### src/core/pajs_consts.vh
// Constants for the pump unjam sequencer.
// Assumes a 200 MHz system clock; times are held in seconds or ms.
`ifndef PAJS_CONSTS_VH
`define PAJS_CONSTS_VH
// ----------------------------------------
// Clock and timing
// ----------------------------------------
`define PAJS_CLK_HZ 200000000
`define PAJS_CYC_PER_MS (`PAJS_CLK_HZ / 1000)
`define PAJS_CYC_PER_S `PAJS_CLK_HZ
`define PAJS_DEF_DWELL_S 8'h0A
`define PAJS_DEF_PHASE_S 8'h05
`define PAJS_DEF_LEVEL_PCT 8'h50
`define PAJS_DEF_CYCLES 8'h01
`define PAJS_DEF_MAXSEQ 8'h03
`define PAJS_PCT_FULL 32'h00000064
// ----------------------------------------
// Selector encodings
// ----------------------------------------
`define PAJS_EXT_NONE 2'h0
`define PAJS_EXT_DI 2'h1
`define PAJS_EXT_LINE 2'h2
`define PAJS_AUTO_OFF 1'h0
`define PAJS_AUTO_OVL 1'h1
`define PAJS_FORCE_PROFILE 2'h0
`define PAJS_FORCE_LOW 2'h1
`define PAJS_FORCE_VLOW 2'h2
`define PAJS_WIRE_HARD 2'h0
`define PAJS_WIRE_2LEVEL 2'h1
`define PAJS_WIRE_2TRANS 2'h2
`define PAJS_WIRE_3WIRE 2'h3
`define PAJS_DRV_OFF 3'h0
`define PAJS_DRV_BRAKE 3'h1
`define PAJS_DRV_REV 3'h2
`define PAJS_DRV_FWD 3'h3
`define PAJS_DRV_RUN 3'h4
`define PAJS_CHAN_LOCAL 1'h1
`endif

### src/core/pajs_sequencer.v
// Pump unjam sequencer: reverse/stop/forward/stop cycles, counting, fault.
// Assumes all inputs synchronous to sys_clk; settings held stable by user.
`timescale 1ns/1ps
`include "pajs_consts.vh"

// Summary of operation
// - Cycle order: reverse, stop, forward, stop, with each phase's time and force.
// - A sequence repeats the cycle cycles_per_sequence times, at least once (zero gives one cycle).
// - Requested while running: stop the motor first, then reverse.
// - Sequence counter increments on every start, external or automatic.
// - Counter clears when the interval expires with no new sequence.
// - Counter at maximum raises unjam_limit_fault and coasts the motor.
// - After an automatic sequence, restart if the start order remains.
// - Input trigger, hardwired or two-wire level: start at end if run order.
// - Two-wire transition or three-wire: no start; release trigger, new run.
// - Line-channel trigger: motor state after sequence follows command word.
// - Discrete-input trigger only acts with local or terminal command channel.
// - Automatic source: off (default) or current overload request.
// - Overload fires after current at or above level for dwell delay, 10 s.
// - Dwell timer clears when current falls below the level.
// - Overload level is a percentage of nominal current, default 80.
// - External trigger returning to zero during a sequence aborts it.
// - Line trigger only in operation-enabled; halt beats a request.
// - Reverse and forward times set in seconds, default 5 s each.
// - Force presets: profile, low, very low; profile needs contactor reversal.
module pajs_sequencer #(
	parameter CYC_PER_S = `PAJS_CYC_PER_S,
	parameter CYC_PER_MS = `PAJS_CYC_PER_MS
)(
	input wire sys_clk,
	input wire rst,
	input wire [1:0] external_unjam_source,
	input wire auto_unjam_source,
	input wire [7:0] reverse_phase_time,
	input wire [1:0] reverse_phase_force,
	input wire [7:0] pause_phase_time,
	input wire [7:0] forward_phase_time,
	input wire [1:0] forward_phase_force,
	input wire [7:0] cycles_per_sequence,
	input wire [7:0] max_sequences,
	input wire [15:0] interval_time,
	input wire [7:0] overcurrent_dwell_delay,
	input wire [7:0] overcurrent_level,
	input wire [15:0] motor_current,
	input wire [15:0] nominal_current,
	input wire discrete_input,
	input wire line_unjam_bit,
	input wire local_channel,
	input wire [1:0] wire_mode,
	input wire run_order,
	input wire line_run_cmd,
	input wire op_enabled,
	input wire halt_bit,
	input wire contactor_reverse,
	input wire motor_running,
	input wire fault_clear,
	output reg [2:0] drive_cmd,
	output reg [1:0] drive_force,
	output reg seq_active,
	output reg [7:0] seq_count,
	output reg unjam_limit_fault,
	output reg seq_done
);

// ----------------------------------------
// States
// ----------------------------------------
localparam S_IDLE = 7'h01;
localparam S_PRESTOP = 7'h02;
localparam S_REV = 7'h04;
localparam S_STOP1 = 7'h08;
localparam S_FWD = 7'h10;
localparam S_STOP2 = 7'h20;
localparam S_WAIT = 7'h40;

reg [6:0] state_reg;
reg [31:0] tick_reg;
reg [31:0] phase_reg;
reg [7:0] cycle_reg;
reg auto_src_reg;
reg [31:0] dwell_reg;
reg [31:0] ivl_reg;
reg ivl_run_reg;
reg release_reg;

function [31:0] secs;
	input [15:0] s;
	begin
		secs = s * CYC_PER_S;
	end
endfunction

// Profile only with contactor reversal; else fall back to low force
function [1:0] force_ok;
	input [1:0] f;
	input c;
	begin
		if (f == `PAJS_FORCE_PROFILE && !c)
			force_ok = `PAJS_FORCE_LOW;
		else if (f > `PAJS_FORCE_VLOW)
			force_ok = `PAJS_FORCE_LOW;
		else
			force_ok = f;
	end
endfunction

// ----------------------------------------
// Trigger decode
// ----------------------------------------
wire di_trig = external_unjam_source == `PAJS_EXT_DI && discrete_input &&
	local_channel == `PAJS_CHAN_LOCAL;
wire line_trig = external_unjam_source == `PAJS_EXT_LINE && line_unjam_bit &&
	op_enabled && !halt_bit;
wire ext_trig = di_trig || line_trig;
// Current at or above level: times 100 vs nominal times percent, no divider
wire [31:0] cur_scaled = {16'h0000, motor_current} * `PAJS_PCT_FULL;
wire [31:0] lvl_scaled = {16'h0000, nominal_current} *
	{24'h000000, overcurrent_level};
wire over = cur_scaled >= lvl_scaled;
wire auto_trig = auto_unjam_source == `PAJS_AUTO_OVL &&
	dwell_reg >= secs({8'h00, overcurrent_dwell_delay});
// Trigger held is not a new request; a fresh one is needed after release
wire start_req = !unjam_limit_fault && state_reg == S_IDLE &&
	((ext_trig && !release_reg) || auto_trig);
wire ext_gone = !auto_src_reg && !ext_trig;
wire phase_end = tick_reg >= phase_reg;
wire last_cycle = cycle_reg + 8'h01 >= cycles_per_sequence;
wire hit_max = seq_count + 8'h01 >= max_sequences;

// ----------------------------------------
// Overload dwell timer
// ----------------------------------------
always @(posedge sys_clk)
begin
	if (rst || !over || auto_unjam_source == `PAJS_AUTO_OFF ||
		state_reg != S_IDLE)
		dwell_reg <= 32'h0;
	else if (!auto_trig)
		dwell_reg <= dwell_reg + 32'h1;
end

// ----------------------------------------
// Sequence counter and supervision interval
// ----------------------------------------
always @(posedge sys_clk)
begin
	if (rst)
	begin
		seq_count <= 8'h00;
		ivl_reg <= 32'h0;
		ivl_run_reg <= 1'b0;
		unjam_limit_fault <= 1'b0;
	end
	else if (start_req)
	begin
		seq_count <= seq_count + 8'h01;
		ivl_reg <= 32'h0;
		ivl_run_reg <= 1'b1;
		if (hit_max)
			unjam_limit_fault <= 1'b1;
	end
	else
	begin
		if (fault_clear)
			unjam_limit_fault <= 1'b0;
		if (ivl_run_reg)
		begin
			if (ivl_reg >= secs(interval_time))
			begin
				seq_count <= 8'h00;
				ivl_run_reg <= 1'b0;
			end
			else
				ivl_reg <= ivl_reg + 32'h1;
		end
	end
end

// ----------------------------------------
// Phase sequencer
// ----------------------------------------
always @(posedge sys_clk)
begin
	if (rst)
	begin
		state_reg <= S_IDLE;
		tick_reg <= 32'h0;
		phase_reg <= 32'h0;
		cycle_reg <= 8'h00;
		auto_src_reg <= 1'b0;
		release_reg <= 1'b0;
		seq_done <= 1'b0;
	end
	else
	begin
		seq_done <= 1'b0;
		tick_reg <= tick_reg + 32'h1;
		if (!ext_trig)
			release_reg <= 1'b0;
		case (state_reg)
		S_IDLE:
			if (start_req && !hit_max)
			begin
				auto_src_reg <= !(ext_trig && !release_reg);
				cycle_reg <= 8'h00;
				tick_reg <= 32'h0;
				state_reg <= S_PRESTOP;
			end
		S_PRESTOP:
			if (!motor_running && drive_cmd != `PAJS_DRV_RUN)
			begin
				tick_reg <= 32'h0;
				phase_reg <= secs({8'h00, reverse_phase_time});
				state_reg <= S_REV;
			end
		S_REV, S_STOP1, S_FWD, S_STOP2:
			if (phase_end)
			begin
				tick_reg <= 32'h0;
				case (state_reg)
				S_REV:
				begin
					phase_reg <= secs({8'h00, pause_phase_time});
					state_reg <= S_STOP1;
				end
				S_STOP1:
				begin
					phase_reg <= secs({8'h00, forward_phase_time});
					state_reg <= S_FWD;
				end
				S_FWD:
				begin
					phase_reg <= secs({8'h00, pause_phase_time});
					state_reg <= S_STOP2;
				end
				default:
					if (last_cycle)
					begin
						state_reg <= S_WAIT;
						seq_done <= 1'b1;
					end
					else
					begin
						cycle_reg <= cycle_reg + 8'h01;
						phase_reg <= secs({8'h00, reverse_phase_time});
						state_reg <= S_REV;
					end
				endcase
			end
		S_WAIT:
		begin
			release_reg <= !auto_src_reg && ext_trig;
			state_reg <= S_IDLE;
		end
		default:
			state_reg <= S_IDLE;
		endcase
		// Trigger release mid-sequence aborts; fault also ends it
		if (state_reg != S_IDLE && state_reg != S_WAIT &&
			(ext_gone || unjam_limit_fault))
			state_reg <= S_IDLE;
	end
end

// ----------------------------------------
// Post-sequence restart permission
// ----------------------------------------
reg restart_ok;
always @*
begin
	restart_ok = 1'b0;
	if (auto_src_reg)
		restart_ok = run_order;
	else if (external_unjam_source == `PAJS_EXT_LINE)
		restart_ok = line_run_cmd && !halt_bit;
	else if (wire_mode == `PAJS_WIRE_HARD ||
		wire_mode == `PAJS_WIRE_2LEVEL)
		restart_ok = run_order;
	else
		restart_ok = 1'b0;
end

// Restart held off until a new run order in edge-sensed modes
reg hold_reg;
reg run_d_reg;
always @(posedge sys_clk)
begin
	if (rst)
	begin
		hold_reg <= 1'b0;
		run_d_reg <= 1'b0;
	end
	else
	begin
		run_d_reg <= run_order;
		if (state_reg == S_WAIT)
			hold_reg <= !restart_ok;
		else if (run_order && !run_d_reg && !ext_trig)
			hold_reg <= 1'b0;
	end
end

// ----------------------------------------
// Drive outputs
// ----------------------------------------
always @(posedge sys_clk)
begin
	if (rst)
	begin
		drive_cmd <= `PAJS_DRV_OFF;
		drive_force <= `PAJS_FORCE_LOW;
		seq_active <= 1'b0;
	end
	else
	begin
		seq_active <= state_reg != S_IDLE && state_reg != S_WAIT;
		drive_force <= `PAJS_FORCE_LOW;
		if (unjam_limit_fault)
			drive_cmd <= `PAJS_DRV_OFF;
		else
			case (state_reg)
			S_PRESTOP, S_STOP1, S_STOP2:
				drive_cmd <= `PAJS_DRV_BRAKE;
			S_REV:
			begin
				drive_cmd <= `PAJS_DRV_REV;
				drive_force <= force_ok(reverse_phase_force,
					contactor_reverse);
			end
			S_FWD:
			begin
				drive_cmd <= `PAJS_DRV_FWD;
				drive_force <= force_ok(forward_phase_force,
					contactor_reverse);
			end
			default:
				drive_cmd <= (state_reg == S_WAIT ? restart_ok :
					!hold_reg && run_order) ?
					`PAJS_DRV_RUN : `PAJS_DRV_OFF;
			endcase
	end
end

endmodule // pajs_sequencer

### config.mk
export PLATFORM = sky130hd
export DESIGN_NAME = pajs_sequencer
export DESIGN_NICKNAME = d
export VERILOG_FILES = /design/src/core/pajs_sequencer.v
export VERILOG_INCLUDE_DIRS = /design/src /design/src/core
export SDC_FILE = /design/constraint.sdc
export NUM_CORES = 2
export LEC_CHECK = 0
export CELL_PAD_IN_SITES_DETAIL_PLACEMENT = 0
export CELL_PAD_IN_SITES_GLOBAL_PLACEMENT = 2
export CORE_ASPECT_RATIO = 0.8
export CORE_MARGIN = 3
export CORE_UTILIZATION = 45
export DETAILED_ROUTE_END_ITERATION = 6
export DONT_BUFFER_PORTS = 1
export GPL_TIMING_DRIVEN = 0
export HOLD_SLACK_MARGIN = 0.02
export MAX_ROUTING_LAYER = met4
export PLACE_DENSITY = 0.95
export SLEW_MARGIN = 20
export SYNTH_ARGS = -nofsm -noshare
export SYNTH_HDL_FRONTEND = slang
export SYNTH_SLANG_ARGS = --single-unit
### constraint.sdc
create_clock -name sys_clk -period 19.82 [get_ports sys_clk]
set_input_delay 3.964 -clock sys_clk [delete_from_list [all_inputs] [get_ports sys_clk]]
set_output_delay 3.964 -clock sys_clk [all_outputs]
set_load 0.01 [all_outputs]
==> metrics.md <==
| Metric | Value |
|---|---|
| Synthesized Nets | 3939 |
| Worst Path Required | a little over 20 ns |
| ANT cells | 0 |
| H-tree depth reported by CTS | 4 |
| Area Growth Syn to Fin | 5.86% |
| Number of clock sinks | around 160 |
| Total grt overflow | 0 |
| Max rail drop VDD | approximately 0.12 mV |
| Finished Layout Cells | ~3800 |
| Top fanout value on the critical path | 10 |
| Core Region | about 57000 um^2 |
| Top delay family on crit path | compound AO/OA/AOI/OAI gates |
| Iter 0 DRT Violations | around 1300 |
| FMAX | slightly below 0.09 GHz |
| Maximum number of pins on one net before global-route repair | 17 |
| Post-Syn Area | roughly 27000 um^2 |
| Commonest cells after routing, fill and taps aside | inv_1, ha_1, fa_1 |
| P_leak | between 10 and 15 nW |
| Hold buffers post-CTS | 0 |
| Final-report hold violation count | 0 |
| Hold slack | about 0.48 ns |
| Distinct cells, synth | 77 |
| Max stage delay cell, worst path | o211ai_1 |
| Fin crit share | 58.2% |
| Syn Inst Count | 3053 |
| Crit. End Element | register |
| Post-CTS sizing | 0 |
| HPWL after detailed placement | 55300 um |
| Final Critical Period | approximately 12 ns |
| Vias in the first global route | 21400 |
| Reg2Reg Setup Slack | between 15 and 20 ns |
| DRC | 0 |
| Post-synthesis register bit count | approximately 160 |
| PwrDens | 135 nW/um^2 |
| RSZ-0062 raised after global routing | no |
| Register area share after synthesis | between 10% and 20% |
| Setup Fix Bufs, Post-CTS | 0 |
| CTS buffer count | 17 |
| Clock transition at path regs | ~0.070 ns |
| Layout cell share with drive strength beyond 1 | about 2% |
| Routed wire per std cell | 16.6 um |
| Worst-margin pin slew | approximately 1.1 ns |
| Vias per cell | 5.34 |
| Clk_skew | 0.0175 ns |
| DP Cell Count | about 3800 |
| Kind of critical path | input pin to register |
| Final slew viol count | 0 |
| Post-Syn Area per Cell | just under 9 um^2 |
| TritonCTS clock tree | done |
| First drt pass iteration count | 6 |
| Normalized max-slew margin | 26.5% |
| Bufs and invs on worst path | 3 |
| Crit-path cells | fa_1, inv_1, fa_1, fa_1, fa_1, inv_1, ha_1, o311ai_0, a31oi_1, nand4_1, nand4b_1, a21oi_1, xnor2_1, ha_1, nand4_1, a21oi_1, o41ai_1, o211ai_1, o211ai_1, nand2_1, clkbuf_1, a21oi_1 |
| Startpoint types | input pin |
| Worst EP arrival | between 10 and 15 ns |
| First-pass GRT wire length | approximately 110000 um |
| Die Area | approximately 62000 um^2 |
| Chip height | 223 um |
| Status | finished, final reports clean |
| ANT nets after route | 0 |
| Post-synth top flop | dfxtp_1 |
| Hold/Removal Path Class | register to register |
| Routed WL | ~64000 um |
| TNS Setup | 0 ns |
| Synth Warn # | 0 |
| # IOs | between 100 and 150 |
| Critical path's largest stage delay | approximately 0.98 ns |
| Critical path's most frequent cell | fa_1 |
| MaxCap Viol Count | 0 |
| GPL Wtd Cong | a little under 0.9 |
| FP Rows | slightly below 80 |
| Worst-Skew Late Latency | about 0.44 ns |
| Final setup fails | 0 |
| Initial antenna violation count | 0 |
| Clock Tree Buf Depth | 2 |
| Async S/R FF share, synth | 0% |
| Root Buffer | clkbuf_16 |
| Layout Nets | 3958 |
| Total Routing Usage GR | between 20% and 30% |
| Number of synthesized flops with an enable pin | 0 |
| I/O Buffers | 0 |
| DR vias | just over 20000 |
| Initial Util | between 40% and 50% |
| Most common cell after layout, fill and taps aside | inv_1 |
| Die width | ~280 um |
synth_stat cells, types with 17 or more instances:
library cell    n  area share [%]
a211oi_1       38             1.1
a21o_1         36             1.0
a21oi_1       125             2.4
and2_1         84             2.0
and3_1         24            0.57
clkbuf_1       45            0.64
dfxtp_1       155              12
fa_1          331              25
ha_1          430              20
inv_1         624             8.8
nand2_1       168             2.4
nand2b_1       22            0.52
nand3_1        71             1.3
nand4_1        46             1.1
nor2_1        209             3.0
nor2b_1        22            0.52
nor3_1         71             1.3
nor4_1         21            0.50
o21a_1         25            0.71
o21ai_0        81             1.5
o31ai_1        17            0.48
or3_1          19            0.45
xnor2_1       137             4.5
xor2_1         64             2.1
worst register-to-register path: stages, from the launching register on:
cell and delay (ns):
dfxtp_1 0.43, ha_1 0.28, a21oi_1 0.18, o21a_1 0.15, nor3_1 0.04, o41ai_1 0.94, o211ai_1 0.51, o211ai_1 0.98
nand2_1 0.41, clkbuf_1 0.35, a21oi_1 0.19
cell type report:
cell class	count	area [um^2]
Buffer	53	234
Clock buffer	17	425
Clock inverter	15	158
Fill cell	5451	29400
Inverter	625	2350
Multi-Input combinational cell	2220	20800
Sequential cell	155	3100
Tap cell	760	951
where the power goes:
group | switching [mW] | internal, mW
combinational | 1.78 | 1.35
sequential | 0.00885 | 0.320
clock | 0.152 | 0.178
total | 1.94 | 1.85
through the flow:
stage | utilization, % | total power [mW] | instance area, um^2 | setup WS, ns
6_report | 48.8 | 3.79 | 28100 | 8.28
5_1_grt | 48.8 | 4.27 | 28100 | 7.56
4_1_cts | 48.8 | 3.81 | 28100 | 8.37
3_5_place_dp | 47.8 | 3.44 | 27500 | 7.93
3_3_place_gp | 47.8 | 3.39 | 27500 | 7.98
2_1_floorplan | - | 2.77 | 26500 | 8.93
layer usage:
layer | vias up | part of all wire [%] | track usage, %
met1 | 9983 | 49 | 30.2
met4 | 0 | 1.0 | 3.32
li1 | 10100 | - | -
met3 | 50 | 5.1 | 3.81
met5 | - | 0 | -
met2 | 386 | 44 | 33.6
worst paths after layout:
kind / depth (start not counted) / from / end
min reg2reg: 2 / hold_reg / hold_reg
min: 2 / hold_reg / hold_reg
max reg2reg: 10 / dwell_reg[21] / ivl_reg[26]
max: 22 / overcurrent_dwell_delay[5] / ivl_reg[26]
kinds of logic (layout without fill, tap and decap cells):
kind of cell | count (synthesis) | in the layout | synth area share [%]
AOI/OAI and AO/OA | 449 | 449 | 11.3
and+or+nand+nor | 807 | 807 | 15.3
buffers and inverters | 678 | 710 | 9.73
adders and majority gates | 761 | 761 | 45.3
xor gates and xnor gates | 201 | 201 | 6.64
muxes | 2 | 2 | 0.0802
DFF | 155 | 155 | 11.7
Power figures use the tool's default switching activity.
